==> src/hdl/gptu_map.svh <==
// Offsets, field positions and counts of the general purpose timer unit
// Included by bare name; registers are 16-bit words on a plain strobe port
`ifndef GPTU_MAP_SVH
`define GPTU_MAP_SVH
// Timer indices
`define GPTU_NT 5
`define GPTU_M1_NT 3
`define GPTU_CORE 0
`define GPTU_AUXA 1
`define GPTU_AUXB 2
`define GPTU_SCORE 3
`define GPTU_SAUX 4
// Register word addresses
`define GPTU_A_CTRL 0
`define GPTU_A_VAL 5
`define GPTU_A_CAPREG 10
`define GPTU_A_FLAGS 11
// Control word fields
`define GPTU_F_MODE 2:0
`define GPTU_F_PRE 5:3
`define GPTU_F_RUN 6
`define GPTU_F_DOWN 7
`define GPTU_F_EXTDIR 8
`define GPTU_F_EDGE 10:9
`define GPTU_F_OUTEN 11
`define GPTU_F_AUXEN 12
`define GPTU_F_CSRC 14:13
`define GPTU_F_LTRIG 15
// Flag bits above the five wrap flags
`define GPTU_FL_CAPA 5
`define GPTU_FL_CAPB 6
`define GPTU_FL_CAPR 7
`define GPTU_NFL 8
// Base resolution as log2 of system clocks
`define GPTU_M1_BASE_LOG 2
`define GPTU_M2_BASE_LOG 1
`endif

==> src/hdl/gptu_pkg.sv <==
// Types shared by the timer unit modules
// Field positions live in gptu_map.svh
package gptu_pkg;
  typedef enum logic [2:0] {
    M_TIMER,
    M_COUNTER,
    M_GATE_HI,
    M_GATE_LO,
    M_INCR,
    M_RELOAD,
    M_CAPTURE,
    M_CHAIN
  } gptu_mode_t;
  typedef enum logic [1:0] {
    CS_PIN,
    CS_CNT,
    CS_DIR,
    CS_BOTH
  } gptu_csrc_t;
endpackage : gptu_pkg

==> src/hdl/gptu_top.sv <==
// General purpose timer unit: two modules, five timers, capture/reload register
// Pins are synchronous to core_clk; registers sit on a plain strobe port
//
// The register offsets and the strobed register port were left to the implementer.
`timescale 1ns/1ps
`include "gptu_map.svh"
module gptu_top #(
  parameter int W = 16
) (
  // Clock and reset
  input wire logic core_clk,
  input wire logic resetn,
  // Register port
  input wire logic [3:0] reg_addr,
  input wire logic [15:0] reg_wdata,
  input wire logic reg_wr,
  input wire logic reg_rd,
  output logic [15:0] reg_rdata,
  // Timer pins, one bit per timer, plus the single capture pin
  input wire logic [`GPTU_NT-1:0] timer_count_gate_input,
  input wire logic [`GPTU_NT-1:0] timer_direction_input,
  input wire logic capture_input_pin,
  // Timer outputs
  output logic core_toggle_output_pin,
  output logic second_core_toggle_output_pin,
  output logic second_core_wrap_pulse
);
  typedef struct packed {
    logic [`GPTU_NT-1:0][15:0] ctrl;
    logic [15:0] pre1;
    logic [15:0] pre2;
    logic [W-1:0] capreg;
    logic [`GPTU_NFL-1:0] flags;
    logic [`GPTU_NT-1:0] cgi_q;
    logic [`GPTU_NT-1:0] dir_q;
    logic cap_q;
    logic [`GPTU_NT-1:0] pend;
    logic [`GPTU_NT-1:0] pend_dn;
    logic latch1;
    logic latch1_q;
    logic latch2;
    logic latch2_q;
    logic pin1;
    logic pin2;
    logic wrap_p;
    logic [15:0] rdata;
  } gptu_state_t;

  gptu_state_t state_reg;
  gptu_state_t state_next;
  logic [`GPTU_NT-1:0] step;
  logic [`GPTU_NT-1:0] dn;
  logic [`GPTU_NT-1:0] ld;
  logic [`GPTU_NT-1:0] cap;
  logic [`GPTU_NT-1:0] swld;
  logic [W-1:0] ldv [`GPTU_NT];
  logic [W-1:0] val [`GPTU_NT];
  logic [`GPTU_NT-1:0] wrap;
  logic capr;
  logic [`GPTU_NFL-1:0] clr;
  logic [`GPTU_NT-1:0] rld;

  if (W < 8 || W > 16) begin : g_bad_width
    $error("gptu_top width must be 8 to 16");
  end

  function automatic logic edge_hit(logic [1:0] sel, logic now, logic prev);
    edge_hit = (sel[0] & now & ~prev) | (sel[1] & ~now & prev);
  endfunction : edge_hit

  // True once every 2**n cycles of the free-running divider
  function automatic logic tick_at(logic [15:0] cnt, int n);
    logic [15:0] m;
    m = 16'((32'h1 << n) - 32'h1);
    tick_at = ((cnt & m) == m);
  endfunction : tick_at

  for (genvar g = 0; g < `GPTU_NT; g++) begin : g_timer
    gptu_timer #(
      .W(W)
    ) u_timer (
      .core_clk(core_clk),
      .resetn(resetn),
      .step(step[g]),
      .down(dn[g]),
      .load(ld[g]),
      .load_val(ldv[g]),
      .value(val[g]),
      .wrap(wrap[g])
    );
  end

  always_comb begin
    logic [15:0] c;
    gptu_pkg::gptu_mode_t md;
    gptu_pkg::gptu_csrc_t cs;
    logic m1;
    logic base1;
    logic base2;
    logic base;
    logic tick;
    logic pe;
    logic le;
    logic ev;
    logic dnow;
    logic ec;
    logic et;
    logic ed;
    c = '0;
    md = gptu_pkg::M_TIMER;
    cs = gptu_pkg::CS_PIN;
    m1 = 1'b0;
    base = 1'b0;
    tick = 1'b0;
    pe = 1'b0;
    le = 1'b0;
    ev = 1'b0;
    dnow = 1'b0;
    base1 = 1'b0;
    base2 = 1'b0;
    ec = 1'b0;
    et = 1'b0;
    ed = 1'b0;
    state_next = state_reg;
    step = '0;
    dn = '0;
    ld = '0;
    cap = '0;
    swld = '0;
    rld = '0;
    clr = '0;
    for (int i = 0; i < `GPTU_NT; i++) begin
      ldv[i] = '0;
    end
    state_next.pre1 = state_reg.pre1 + 16'h1;
    state_next.pre2 = state_reg.pre2 + 16'h1;
    // First module base step every 4 clocks
    base1 = tick_at(state_reg.pre1, `GPTU_M1_BASE_LOG);
    // Second module base step every 2 clocks
    base2 = tick_at(state_reg.pre2, `GPTU_M2_BASE_LOG);

    for (int i = 0; i < `GPTU_NT; i++) begin
      c = state_reg.ctrl[i];
      md = gptu_pkg::gptu_mode_t'(c[`GPTU_F_MODE]);
      m1 = (i < `GPTU_M1_NT);
      base = m1 ? base1 : base2;
      // Prescaler divides the base rate by 2**sel
      tick = m1 ? tick_at(state_reg.pre1, `GPTU_M1_BASE_LOG + int'(c[`GPTU_F_PRE]))
                : tick_at(state_reg.pre2, `GPTU_M2_BASE_LOG + int'(c[`GPTU_F_PRE]));
      pe = edge_hit(c[`GPTU_F_EDGE], timer_count_gate_input[i], state_reg.cgi_q[i]);
      le = m1 ? edge_hit(c[`GPTU_F_EDGE], state_reg.latch1, state_reg.latch1_q)
              : edge_hit(c[`GPTU_F_EDGE], state_reg.latch2, state_reg.latch2_q);
      // Software direction, pin may invert it
      dnow = c[`GPTU_F_DOWN] ^ (c[`GPTU_F_EXTDIR] & timer_direction_input[i]);
      case (md)
        gptu_pkg::M_TIMER: ev = tick;
        gptu_pkg::M_COUNTER: ev = pe;
        // Gate level qualifies the prescaled clock
        gptu_pkg::M_GATE_HI: ev = tick & timer_count_gate_input[i];
        gptu_pkg::M_GATE_LO: ev = tick & ~timer_count_gate_input[i];
        // Quadrature decode, A on count pin, B on direction pin
        gptu_pkg::M_INCR: begin
          ev = (c[`GPTU_F_EDGE] != 2'h0)
             & ((timer_count_gate_input[i] ^ state_reg.cgi_q[i])
              | (timer_direction_input[i] ^ state_reg.dir_q[i]));
          dnow = ~(timer_count_gate_input[i] ^ state_reg.dir_q[i]);
        end
        // Chaining, cores on their aux wrap
        // Auxiliary timers on toggle latch edges
        gptu_pkg::M_CHAIN: begin
          if (i == `GPTU_CORE) begin
            ev = wrap[`GPTU_AUXA];
          end else if (i == `GPTU_SCORE) begin
            ev = wrap[`GPTU_SAUX];
          end else begin
            ev = le;
          end
        end
        // Capture and reload modes never count
        default: ev = 1'b0;
      endcase
      ev = ev & c[`GPTU_F_RUN];
      // Pending bit holds an event until the next base step
      step[i] = (state_reg.pend[i] | ev) & base;
      dn[i] = ev ? dnow : state_reg.pend_dn[i];
      state_next.pend[i] = (state_reg.pend[i] | ev) & ~base;
      state_next.pend_dn[i] = dn[i];
      if (m1 && i != `GPTU_CORE && md == gptu_pkg::M_CAPTURE && pe) begin
        cap[i] = 1'b1;
        ld[i] = 1'b1;
        ldv[i] = val[`GPTU_CORE];
      end
      // Pin or latch edge reloads the core
      // Opposite latch edges alternate the two values
      if (m1 && i != `GPTU_CORE && md == gptu_pkg::M_RELOAD
          && (c[`GPTU_F_LTRIG] ? le : pe) && !ld[`GPTU_CORE]) begin
        rld[i] = 1'b1;
        ld[`GPTU_CORE] = 1'b1;
        ldv[`GPTU_CORE] = val[i];
      end
    end

    // Second core wrap reloads from capture register
    if (wrap[`GPTU_SCORE] && state_reg.ctrl[`GPTU_SCORE][`GPTU_F_AUXEN]) begin
      ld[`GPTU_SCORE] = 1'b1;
      ldv[`GPTU_SCORE] = state_reg.capreg;
    end

    c = state_reg.ctrl[`GPTU_SAUX];
    cs = gptu_pkg::gptu_csrc_t'(c[`GPTU_F_CSRC]);
    ec = edge_hit(c[`GPTU_F_EDGE], capture_input_pin, state_reg.cap_q);
    et = edge_hit(c[`GPTU_F_EDGE], timer_count_gate_input[`GPTU_CORE],
                  state_reg.cgi_q[`GPTU_CORE]);
    ed = edge_hit(c[`GPTU_F_EDGE], timer_direction_input[`GPTU_CORE],
                  state_reg.dir_q[`GPTU_CORE]);
    case (cs)
      gptu_pkg::CS_PIN: capr = ec;
      gptu_pkg::CS_CNT: capr = et;
      gptu_pkg::CS_DIR: capr = ed;
      gptu_pkg::CS_BOTH: capr = et | ed;
      default: capr = 1'b0;
    endcase
    // Store second aux, clear it if asked
    if (capr) begin
      state_next.capreg = val[`GPTU_SAUX];
      if (c[`GPTU_F_AUXEN]) begin
        ld[`GPTU_SAUX] = 1'b1;
        ldv[`GPTU_SAUX] = '0;
      end
    end

    if (wrap[`GPTU_CORE]) begin
      state_next.latch1 = ~state_reg.latch1;
    end
    state_next.latch1_q = state_reg.latch1;
    state_next.pin1 = state_next.latch1 & state_reg.ctrl[`GPTU_CORE][`GPTU_F_OUTEN];
    // Second core toggle latch and pin
    if (wrap[`GPTU_SCORE]) begin
      state_next.latch2 = ~state_reg.latch2;
    end
    state_next.latch2_q = state_reg.latch2;
    state_next.pin2 = state_next.latch2 & state_reg.ctrl[`GPTU_SCORE][`GPTU_F_OUTEN];
    // Wrap pulse for the external capture unit
    state_next.wrap_p = wrap[`GPTU_SCORE];

    state_next.cgi_q = timer_count_gate_input;
    state_next.dir_q = timer_direction_input;
    state_next.cap_q = capture_input_pin;

    // Software writes win over hardware loads
    if (reg_wr) begin
      for (int i = 0; i < `GPTU_NT; i++) begin
        if (reg_addr == 4'(`GPTU_A_CTRL + i)) begin
          state_next.ctrl[i] = reg_wdata;
        end
        if (reg_addr == 4'(`GPTU_A_VAL + i)) begin
          swld[i] = 1'b1;
          ld[i] = 1'b1;
          ldv[i] = reg_wdata[W-1:0];
        end
      end
      if (reg_addr == 4'(`GPTU_A_CAPREG)) begin
        state_next.capreg = reg_wdata[W-1:0];
      end
      if (reg_addr == 4'(`GPTU_A_FLAGS)) begin
        clr = reg_wdata[`GPTU_NFL-1:0];
      end
    end

    // Flags, a new event beats a clear
    state_next.flags = (state_reg.flags & ~clr) | {capr, cap[`GPTU_AUXB], cap[`GPTU_AUXA], wrap};

    // Read data valid only in the cycle after the strobe
    state_next.rdata = '0;
    if (reg_rd) begin
      for (int i = 0; i < `GPTU_NT; i++) begin
        if (reg_addr == 4'(`GPTU_A_CTRL + i)) begin
          state_next.rdata = state_reg.ctrl[i];
        end
        if (reg_addr == 4'(`GPTU_A_VAL + i)) begin
          state_next.rdata = 16'(val[i]);
        end
      end
      if (reg_addr == 4'(`GPTU_A_CAPREG)) begin
        state_next.rdata = 16'(state_reg.capreg);
      end
      if (reg_addr == 4'(`GPTU_A_FLAGS)) begin
        state_next.rdata = 16'(state_reg.flags);
      end
    end
  end

  always_ff @(posedge core_clk) begin
    if (!resetn) begin
      state_reg <= '0;
    end else begin
      state_reg <= state_next;
    end
  end

  assign reg_rdata = state_reg.rdata;
  assign core_toggle_output_pin = state_reg.pin1;
  assign second_core_toggle_output_pin = state_reg.pin2;
  assign second_core_wrap_pulse = state_reg.wrap_p;
endmodule : gptu_top

==> src/hdl/gptu_timer.sv <==
// One up/down counter slice of the timer unit
// Step, direction and load come from the owning unit each cycle
`timescale 1ns/1ps
module gptu_timer #(
  parameter int W = 16
) (
  // Clock and reset
  input wire logic core_clk,
  input wire logic resetn,
  // Count control
  input wire logic step,
  input wire logic down,
  input wire logic load,
  input wire logic [W-1:0] load_val,
  // Count state
  output logic [W-1:0] value,
  output logic wrap
);
  typedef struct packed {
    logic [W-1:0] cnt;
  } gptu_timer_state_t;
  gptu_timer_state_t state_reg;
  gptu_timer_state_t state_next;
  if (W < 2) begin : g_bad_width
    $error("gptu_timer width too small");
  end
  // Wrap ignores load so a reload on wrap forms no loop
  always_comb begin
    state_next = state_reg;
    wrap = step & (down ? (state_reg.cnt == '0) : (state_reg.cnt == '1));
    if (load) begin
      state_next.cnt = load_val;
    end else if (step) begin
      state_next.cnt = down ? state_reg.cnt - 1'b1 : state_reg.cnt + 1'b1;
    end
  end
  always_ff @(posedge core_clk) begin
    if (!resetn) begin
      state_reg <= '0;
    end else begin
      state_reg <= state_next;
    end
  end
  assign value = state_reg.cnt;
endmodule : gptu_timer

==> config.mk <==
export PLATFORM = sky130hd
export DESIGN_NAME = gptu_top
export DESIGN_NICKNAME = d
export VERILOG_FILES = /design/src/hdl/gptu_pkg.sv /design/src/hdl/gptu_top.sv /design/src/hdl/gptu_timer.sv
export VERILOG_INCLUDE_DIRS = /design/src /design/src/hdl
export SDC_FILE = /design/constraint.sdc
export NUM_CORES = 1
export LEC_CHECK = 0
export BUFFER_PORTS_ARGS = -buffer_cell sky130_fd_sc_hd__buf_2
export CAP_MARGIN = 30
export CORE_MARGIN = 1.5
export CORE_UTILIZATION = 30
export DETAILED_ROUTE_END_ITERATION = 8
export SLEW_MARGIN = 20
export SYNTH_ARGS = -nofsm -noshare
export SYNTH_HDL_FRONTEND = slang
export SYNTH_SLANG_ARGS = --single-unit
==> constraint.sdc <==
create_clock -name core_clk -period 14.7 [get_ports core_clk]
set_clock_uncertainty 0.15 [all_clocks]
set_input_delay 1.47 -clock core_clk [delete_from_list [all_inputs] [get_ports core_clk]]
set_output_delay 1.47 -clock core_clk [all_outputs]
set_load 0.05 [all_outputs]
==> Word-level counts from Yosys, hierarchy flattened <==
Index checks and enable logic that the tools add are counted.
{ "word_totals": {"regBits": 260, "input_bits": 35, "out_inout_bits": 19, "word_cells": 389} }
{ "op_classes": {"add_sub_neg": 22, "eq_ne": 54, "shift": 5, "muxes": 81, "n_bitwise": 163, "reduce_logical": 36} }
{ "op_table": {"columns": ["cell", "n"], "rows": [
  ["16-bit two-way mux", 39],
  ["16-bit by 1-bit subtractor with 16-bit output (second input constant)", 10],
  ["16-bit by 1-bit adder with 16-bit output (second input constant)", 7],
  ["1-bit AND", 86],
  ["16-bit AND", 5],
  ["16-bit == test", 5],
  ["16-bit == test (second input constant)", 5],
  ["16-bit logical NOT", 5],
  ["80-bit two-way mux", 1],
  ["1-bit by 4-bit << shifter with 16-bit output (first input constant)", 5],
  ["3-bit == test (second input constant)", 14],
  ["1-bit two-way mux", 31],
  ["3-bit by 2-bit == test with 1-bit output (second input constant)", 10],
  ["1-bit one-hot mux with 6 select lines", 5],
  ["1-bit NOT", 27],
  ["8-bit two-way mux", 3],
  ["1-bit OR", 22],
  ["2-bit nonzero test", 10],
  ["1-bit XOR", 20],
  ["4-bit by 3-bit == test with 1-bit output (second input constant)", 4],
  ["4-bit == test (second input constant)", 4],
  ["3-bit by 1-bit == test with 1-bit output (second input constant)", 5],
  ["3-bit logical NOT", 5],
  ["2-bit by 3-bit adder with 4-bit output (first input constant)", 3],
  ["16 further kinds", 30]
]} }

==> Logic depth before layout (Yosys ltp) <==
Gate-level depths: netlist of the first run.
{ "depth": {"depth_word": 21, "depth_mapped": 28, "depth_no_buf": 26} }

==> Modules after synthesis <==
Synthesis of the first run repeated with hierarchy kept, for this count alone.
{ "hier_totals": {"hier_cells": 2611, "hier_area_um2": 19428.6} }
{ "by_module_without_submodules": {"columns": ["module", "instances", "cells_per_inst", "area_each_um2", "seq_area_each_um2"], "rows": [
  ["gptu_top", 1, 1623, 11537.3, 3563.4],
  ["gptu_timer (g_timer[0].u_timer ...)", 4, 197, 1582.8, 320.3],
  ["gptu_timer (g_timer[1].u_timer)", 1, 200, 1560.2, 320.3]
]} }

==> Worst setup path before layout of the first run <==
No wires, ideal clock.
{ "synth_path": {"path_type": "input to register", "startpoint": "input port timer_count_gate_input[4]", "endpoint": "register g_timer[3].u_timer.state_reg, in the netlist g_timer[3].u_timer.value[15]", "setup_ns": 0.115, "t_arrival_ns": 6.093, "required_time_ns": 14.435, "path_slack_ns": 8.342, "path_stages": 21, "n_path_buf": 0, "path_cell_list": "and2b_1 > xnor2_1 > nor4_1 > a2111oi_0 > a211o_2 > mux2_4 > a31oi_4 > nand2_1 > inv_1 > ha_1 > a21oi_1 > o21ai_1 > o41a_1 > a41oi_1 > nor4b_1 > o41a_1 > o21ai_0 > a21o_1 > a211oi_1 > o21ai_0 > a31o_1"} }
{ "synth_via": {"elab_chain_cells": 19, "elab_cells_between_ends": 39, "cone_classes": "16 x mux; 21 x bitwise; 2 x reduce/logical"} }
{ "synth_lines": {"columns": ["item", "line", "source"], "rows": [
  ["start: declaration", "gptu_top.sv:20", "input wire logic [`GPTU_NT-1:0] timer_count_gate_input,"],
  ["1-bit NOT", "gptu_top.sv:68, gptu_top.sv:160", null],
  ["1-bit AND (2 in series)", "gptu_top.sv:68", "edge_hit = (sel[0] & now & ~prev) | (sel[1] & ~now & prev);"],
  ["1-bit OR", "gptu_top.sv:68", null],
  ["1-bit one-hot mux with 6 select lines", "gptu_top.sv:155", "case (md)"],
  ["1-bit AND", "gptu_top.sv:182", "ev = ev & c[`GPTU_F_RUN];"],
  ["1-bit two-way mux *", "gptu_top.sv:185", "dn[i] = ev ? dnow : state_reg.pend_dn[i];"],
  ["named net g_timer[4].u_timer.down", "gptu_timer.sv:12", "input wire logic down,"],
  ["1-bit two-way mux *", "gptu_timer.sv:30", "wrap = step & (down ? (state_reg.cnt == '0) : (state_reg.cnt == '1));"],
  ["[4 not listed]", null, null],
  ["named net g_timer[3].u_timer.down", "gptu_timer.sv:12", null],
  ["1-bit two-way mux", "gptu_timer.sv:30", null],
  ["1-bit AND", "gptu_timer.sv:30", null],
  ["1-bit logical AND", "gptu_top.sv:204", "if (wrap[`GPTU_SCORE] && state_reg.ctrl[`GPTU_SCORE][`GPTU_F_AUXEN]) begin"],
  ["16-bit two-way mux / 1-bit two-way mux (equally long branches)", "gptu_top.sv:204", null],
  ["16-bit two-way mux / 1-bit two-way mux (equally long branches)", "gptu_top.sv:256", "if (reg_addr == 4'(`GPTU_A_VAL + i)) begin"],
  ["80-bit two-way mux / 5-bit two-way mux (equally long branches)", "gptu_top.sv:251", "if (reg_wr) begin"],
  ["16-bit two-way mux / 2-bit nonzero test (equally long branches)", null, null],
  ["end signal: assignment", "gptu_timer.sv:41", "state_reg <= state_next;"],
  ["end: declaration", "gptu_timer.sv:22", "gptu_timer_state_t state_reg;"]
]} }
The timed path passes the listed nets; every way through them passes the cells marked *. The select of a mux whose other input is x is not followed.
A chain may end at the register's enable or synchronous reset.

==> Worst setup path after layout of the first run <==
{ "layout_path": {"startpoint": "register state_reg[152] (netlist bit)", "endpoint": "register g_timer[3].u_timer.state_reg, in the netlist g_timer[3].u_timer.value[15]"} }
{ "layout_via": {"elab_chain_cells": 16, "elab_cells_between_ends": 25, "cone_classes": "2 x add/sub; 1 x eq/ne; 1 x shift; 12 x mux; 7 x bitwise; 2 x reduce/logical"} }
{ "layout_lines": {"columns": ["item", "line", "source"], "rows": [
  ["start: declaration", "gptu_top.sv:49", "gptu_state_t state_reg;"],
  ["start signal: assignment", "gptu_top.sv:297", "state_reg <= state_next;"],
  ["1-bit by 3-bit adder with 4-bit output (no line) *", null, null],
  ["1-bit by 4-bit << shifter with 16-bit output *", "gptu_top.sv:74", "m = 16'((32'h1 << n) - 32'h1);"],
  ["16-bit by 1-bit subtractor with 16-bit output *", "gptu_top.sv:74", null],
  ["16-bit AND", "gptu_top.sv:75", "tick_at = ((cnt & m) == m);"],
  ["16-bit == test *", "gptu_top.sv:75", null],
  ["1-bit AND, on equally long branches", "gptu_top.sv:160, gptu_top.sv:159", null],
  ["1-bit one-hot mux with 6 select lines *", "gptu_top.sv:155", null],
  ["1-bit AND *", "gptu_top.sv:182", null],
  ["1-bit two-way mux *", "gptu_top.sv:185", null],
  ["named net g_timer[3].u_timer.down", "gptu_timer.sv:12", null],
  ["1-bit two-way mux", "gptu_timer.sv:30", null],
  ["1-bit AND", "gptu_timer.sv:30", null],
  ["1-bit logical AND", "gptu_top.sv:204", null],
  ["16-bit two-way mux / 1-bit two-way mux (equally long branches)", "gptu_top.sv:204", null],
  ["16-bit two-way mux / 1-bit two-way mux (equally long branches)", "gptu_top.sv:256", null],
  ["80-bit two-way mux / 5-bit two-way mux (equally long branches)", "gptu_top.sv:251", null],
  ["16-bit two-way mux / 2-bit nonzero test (equally long branches)", null, null]
]} }
Marked as above.

==> results.md, run 1 <==
* Final hold violations at 0
* Avg Cell Area, Syn at 7.74 um2
* Slew @ Worst Pin at 966 ps
* Drt pass-1 iters at 6
* Total Routed Length at 69400 um
* CTS resizes at 0
* Min-Delay Path Class: flop to flop
* Mux cell area share after synthesis at 2.31%
* I/O Buffers at 53
* CTS buffer count at 30
* XOR/XNOR Fraction of Synth Area at 6.75%
* FP Rows at 89
* Max frequency at 0.135 GHz
* Layout filler cell count at 6125
* CP Launch Type: flop
* Max Root-Sink Buffers at 3
* Number of nets with antenna violations after routing at 0
* Via count at 18200
* Post-synth EDFFs at 0
* Post-synth top area cell: dfxtp_1
* Final setup TNS at 0 ps
* Worst Path Required at 15060 ps
* Worst r2r path cells at 26
* Worst hold endpoint: state_reg[143]$_SDFFE_PN0P_
* Max-cap violations at 0
* Wirelength per Cell at 22.8 um
* Period minus WS final at 7430 ps
* Worst vdd ir at 0.0955 mV
* Most common library cells after synthesis: 339 x nand2_1, 259 x dfxtp_1, 209 x a21oi_1
* Placed Instance Area at 18500 um2
* Via density at 5.98
* Area grow syn2layout at 9.99%
* Clock root cell: clkbuf_16
* Drt drc at 0
* Clock slew at reported path FFs at 70 ps
* H-tree lvl count at 1
* Cells after synthesis at 2297
* Type of the worst setup path: flop to flop
* Ys flop type: dfxtp_1
* Post-synthesis compound-gate area fraction at 26.7%
* GRT Util Overall at 22.2%
* Crit Reg-Reg Endpoint: g_timer[3].u_timer.value[15]$_SDFFE_PN0P_
* Fin Hold WS at 309 ps
* Syn Nets at 2431
* Initial antenna violation count at 5
* Most frequent cell after synthesis: nand2_1
* Synth cell types at 93
* Yosys top cell area share at 29.2%
* Chip width at 246 um
* Critical Path Slowest Stage Cell: ha_1
* Nets at 2375
* Die ar. at 60700 um2
* Power Density at 85.5 nW/um2
* Final slew viol count at 0
* Clk_lat worst skew at 600 ps
* Min setup slack post-route at 7270 ps
* Setup Buffers After CTS at 0
* Worst-path maximum fanout at 15
* Largest net degree at the start of global routing at 99
* Number of global-route vias before repair at 16700
* Hold path depth at 2
* CTS tree: yes
* RSZ-0062 raised after global routing: false
* Hold Path Origin: state_reg[143]$_SDFFE_PN0P_
* Combinational family with the most area after synthesis: compound AO/OA/AOI/OAI gates
* Tot Pwr at 1.67 mW
* Layout cells sized above 1 at 7.51%
* Status: finished, final reports clean
* Core Box Area at 58800 um2
* Simple-gate portion of the synthesized area at 22.5%
* Final setup viols at 0
* Max reg flops at 158
* Slew headroom at 35.6%
* Pre-CTS setup slack at 7440 ps
* Slowest stage delay, CP at 660 ps
* Critical path capture point type: flop
* Design Area, Final at 19600 um2
* Area contributors post-synth: dfxtp_1 29%, nand2_1 7.2%, ha_1 6.6%
* Arrival @ worst endpoint at 7780 ps
* Post-Synth Adder-Cell Area at 7.18%
* First-pass GRT wire length at 104000 um
* Initial drt markers at 2107
* Synth Register Bits at 259
* RR Startpoint: state_reg[152]$_SDFFE_PN0P_
* Starting Density at 30.2%
* # IOs at 54
* Die Height at 246 um
* Routability cong. at 0.965
* P_leak at 7.09 nW
* Hold_buf cts at 0
* Post-synthesis cell area at 17800 um2
* Detail Placement HPWL at 48800 um
* Reg2reg setup slack at 7270 ps
* Final worst-path cycle share at 50.5%
* YS warnings at 0
* Ys async rst share at 0%
* Sink Count at 259
* Total grt overflow at 0
* Post-synthesis sequential area ratio at 29.2%
worst max path at each step:
stage	from	endpoint	slack (ps)
floorplan	timer_count_gate_input[4]	g_timer[3].u_timer.value[15]$_SDFFE_PN0P_	8340
global placement	timer_count_gate_input[4]	g_timer[3].u_timer.value[15]$_SDFFE_PN0P_	7570
detailed placement	timer_count_gate_input[4]	g_timer[3].u_timer.value[15]$_SDFFE_PN0P_	7440
CTS	state_reg[152]$_SDFFE_PN0P_	g_timer[3].u_timer.value[15]$_SDFFE_PN0P_	7390
global route	state_reg[152]$_SDFFE_PN0P_	g_timer[3].u_timer.value[15]$_SDFFE_PN0P_	6650
finish	state_reg[152]$_SDFFE_PN0P_	g_timer[3].u_timer.value[15]$_SDFFE_PN0P_	7270
per-layer routing:
metal	global-route usage, %	vias up	share of wire, %
li1	-	8297	-
met1	29.9	8662	42
met2	33.5	998	42
met3	4.78	230	11
met4	10.6	4	5.3
met5	0	-	0.037
cells in the final DEF (no fill, tap or decap), types with 10 or more instances in the layout:
cell type / instances
nand2_1: 339
dfxtp_1: 259
a21oi_1: 209
nor2_1: 164
ha_1: 94
o21ai_0: 88
xnor2_1: 72
xor2_1: 65
inv_1: 57
buf_2: 53
o211ai_1: 46
a211oi_1: 46
nand3_1: 39
a22oi_1: 37
a221oi_1: 37
mux2i_1: 35
a22o_1: 34
nand4_1: 33
nor4_1: 32
clkbuf_16: 30
nand2b_1: 29
and2_1: 29
nor3_1: 28
a31oi_1: 26
buf_4: 25
nor2b_1: 24
and3_1: 22
a21o_1: 19
nand3b_1: 18
o21bai_1: 16
or3_1: 16
o22ai_1: 15
nor4b_1: 12
a222oi_1: 10
o221ai_1: 10
a32oi_1: 10
final cells by class:
class,instances,area [um2],area share (%)
diodes,3,7.51,0.0384
repair buffers,81,494,2.53
clock inverters,12,113,0.576
flip-flops and latches,259,5180,26.5
multi-input cells,1810,11700,59.8
clock buffers,43,870,4.45
well taps,773,967,4.95
inverters,59,226,1.16
metrics by stage:
step / instances / util, %
final: 3040 / 33.3
after global routing: 3038 / 33.2
after CTS: 3032 / 33.1
after detailed placement: 2977 / 31.5
after global placement: 2975 / 31.5
after floorplan: 2297 / -
kinds of logic after synthesis:
| family | Yosys count |
|---|---|
| flip-flops | 259 |
| buffers and inverters | 228 |
| AO/OA/AOI/OAI | 699 |
| AND/OR/NAND/NOR | 834 |
| multiplexers | 40 |
| adder cells (fa/ha/maj) | 99 |
| other | 1 |
| XOR/XNOR | 137 |
worst max-delay path, delay by kind of cell (launching register included):
kind	cells	cell delay [ps]
buffers and inverters	2	530
DFF	1	480
adders and majority gates	3	1360
and+or+nand+nor	7	1610
AOI/OAI and AO/OA	14	3200
where the power goes:
group          leakage, nW  internal, mW  switching [mW]
combinational         4.51        0.0588           0.111
sequential            2.09         0.713          0.0230
clock                0.486         0.430           0.338
Note: power is estimated with default switching activity, not from simulation.
==> run 2: changes to the inputs <==
- clock period: 14.7 -> 7.1 ns (I/O delays scaled with it)
==> run 2 against run 1 <==
The flow now finishes with violations (design-rule violations). Register-to-register slack got worse by 6700 ps. Clock power up 120%. Routed wire length increased by 2.8%. Die area unchanged. Hold slack lost 53 ps. Worst setup slack worse by 6700 ps. Non-clock buffer count is 10 higher. Via count is 0.75% higher. Core utilization increased by 0.30 points. Combinational power increased by 110%. Final cell count rose by 0.33%.
==> results.md, run 2 (synthesized netlist as in run 1, its figures left out) <==
* Clock power share at 47.7% (was 45.9%)
* Reg2reg setup slack at 540 ps (was 7270 ps)
* Chip width at 246 um (unchanged)
* Sw Pwr at 1.02 mW (was 471 uW)
* Detail Placement HPWL at 50000 um (was 48800 um)
* Number of global-route vias before repair at 16900 (was 16700)
* First-pass GRT wire length at 106000 um (was 104000 um)
* Slew @ Worst Pin at 1090 ps (was 966 ps)
* Final setup TNS at 0 ps (unchanged)
* Initial antenna violation count at 4 (was 5)
* Flop pwr share at 42.2% (was 44.0%)
* Drt pass-1 iters at 9 (was 6)
* P_leak at 7.17 nW (was 7.09 nW)
* Hold_buf cts at 0 (unchanged)
* Core Box Area at 58800 um2 (unchanged)
* Max reg flops at 158 (unchanged)
* Final setup viols at 0 (unchanged)
* I/O Buffers at 53 (unchanged)
* Max frequency at 0.152 GHz (was 0.135 GHz)
* Core Util, Final at 33.6% (was 33.3%)
* Wirelength per Cell at 23.4 um (was 22.8 um)
* RSZ-0062 raised after global routing: false (unchanged)
* Max Root-Sink Buffers at 3 (unchanged)
* Via density at 6.01 (was 5.98)
* Die ar. at 60700 um2 (unchanged)
* Period minus WS final at 6560 ps (was 7430 ps)
* Total Routed Length at 71300 um (was 69400 um)
* Sink Count at 259 (unchanged)
* Layout cells sized above 1 at 8.44% (was 7.51%)
* Worst-path maximum fanout at 15 (unchanged)
* Status: finished with violations (was finished, final reports clean)
* Clock slew at reported path FFs at 60 ps (was 70 ps)
* Most common cell after layout, fill and taps aside: nand2_1 (unchanged)
* Routability cong. at 0.993 (was 0.965)
* Most frequent cells in the layout: 339 x nand2_1, 258 x dfxtp_1, 209 x a21oi_1 (was 339 x nand2_1, 259 x dfxtp_1, 209 x a21oi_1)
* Final hold violations at 0 (unchanged)
* Initial drt markers at 2411 (was 2107)
* Starting Density at 30.2% (unchanged)
* Number of nets with antenna violations after routing at 0 (unchanged)
* Via count at 18300 (was 18200)
* Type of the worst setup path: flop to flop (unchanged)
* Combinational Power Share at 10.0% (was 10.2%)
* Largest net degree at the start of global routing at 77 (was 99)
* Critical path capture point type: flop (unchanged)
* H-tree lvl count at 2 (was 1)
* Slew headroom at 26.4% (was 35.6%)
* Final worst-path cycle share at 92.4% (was 50.5%)
* Total grt overflow at 0 (unchanged)
* FP Rows at 89 (unchanged)
* Max-cap violations at 0 (unchanged)
* Clock root cell: clkbuf_16 (unchanged)
* Die Height at 246 um (unchanged)
* CP Launch Type: flop (unchanged)
* Nets at 2390 (was 2375)
* GRT Util Overall at 22.9% (was 22.2%)
* Internal at 2.59 mW (was 1.20 mW)
* Power Density at 183 nW/um2 (was 85.5 nW/um2)
* # IOs at 54 (unchanged)
* CTS buffer count at 35 (was 30)
* Sw frac at 28.3% (was 28.2%)
* Failing checks: design-rule violations
* Min-Delay Path Class: primary input to flop (was flop to flop)
* Worst Path Required at 7420 ps (was 15060 ps)
* CTS tree: yes (unchanged)
* Arrival @ worst endpoint at 6880 ps (was 7780 ps)
* Clk_lat worst skew at 560 ps (was 600 ps)
* Area grow syn2layout at 11.0% (was 9.99%)
* Drt drc at 2 (was 0)
* Worst vdd ir at 0.120 mV (was 0.0955 mV)
* Final slew viol count at 0 (unchanged)
-- run 2: cell count changes in the layout (fill, tap and decap cells not counted), moves of 2 or more --
cell        previous run  this run
buf_8                  2         0
clkbuf_1               6         3
buf_4                 25        35
buf_6                  1         3
clkinv_4               2         0
clkinvlp_4             1         6
clkbuf_8               7         4
clkbuf_16             30        35
diode_2                3         1
inv_6                  1         5
-- run 2: area by class of cell --
type	count	area [um2]
clock buffers	42	942
diodes	1	2.50
clock inverters	15	128
well taps	773	967
inverters	59	230
repair buffers	91	562
multi-input cells	1810	11700
flip-flops and latches	259	5190
fillers	6136	39100
-- run 2: worst paths after layout --
path                                     from                                   endpoint  cells after the start
hold / removal       timer_direction_input[1]                   state_reg[35]$_SDFF_PN0_                      2
setup / recovery  state_reg[137]$_SDFFE_PN0P_  g_timer[2].u_timer.value[15]$_SDFFE_PN0P_                     25
setup reg to reg  state_reg[137]$_SDFFE_PN0P_  g_timer[2].u_timer.value[15]$_SDFFE_PN0P_                     25
hold reg to reg   state_reg[175]$_SDFFE_PN0P_                state_reg[175]$_SDFFE_PN0P_                      2
-- run 2: repair_timing --
| item | CTS | global route |
|---|---|---|
| resized for setup | 0 | 7 |
| hold endpoints to repair | 0 | 0 |
| buffers inserted | 0 | 1 |
| setup endpoints to repair | 0 | 4 |
-- run 2: metrics by stage --
stage	power (mW)	setup WS, ps	hold slack (ps)	area, um2	cells
final	3.61	541	256	19700	3050
after global routing	3.71	69.4	250	19700	3049
after CTS	3.61	417	235	19700	3045
after detailed placement	1.90	467	300	18600	2988
after global placement	1.89	644	293	18600	2987
after floorplan	1.77	835	273	17800	2297
-- run 2: power by group through the flow --
| stage | Clock [mW] | Sequential (mW) | Combinational [mW] |
|---|---|---|---|
| floorplan | 0 | 1.53 | 0.244 |
| global route | 1.79 | 1.52 | 0.392 |
| global placement | 0 | 1.55 | 0.343 |
| finish | 1.72 | 1.52 | 0.363 |
| detailed placement | 0 | 1.55 | 0.350 |
| CTS | 1.74 | 1.52 | 0.352 |
-- run 2: worst max-delay path, cell delays in order (launching register included) --
cell and delay, ps:
dfxtp_1 430, inv_1 110, ha_1 420, nor2_1 190, nand3_1 100, ha_1 250
nor3b_1 160, o21ai_0 270, o21ai_0 170, a221oi_1 350, o2111ai_1 200, a31oi_1 380
mux2i_1 430, inv_2 240, ha_1 330, a21o_1 100, a21oi_1 90, o21ba_2 210
o21ai_0 320, a211oi_1 160, o41ai_1 570, a31oi_1 190, xor2_1 150, nand2_1 80
xor2_1 160, a211oi_1 250
-- run 2: per-layer routing --
metal | vias up | routed length, um | global-route usage, %
li1 | 8321 | - | -
met1 | 8698 | 29400 | 30.3
met2 | 1043 | 30200 | 34.6
met3 | 259 | 7630 | 5.64
met4 | 6 | 4030 | 11.0
met5 | - | 43 | 0
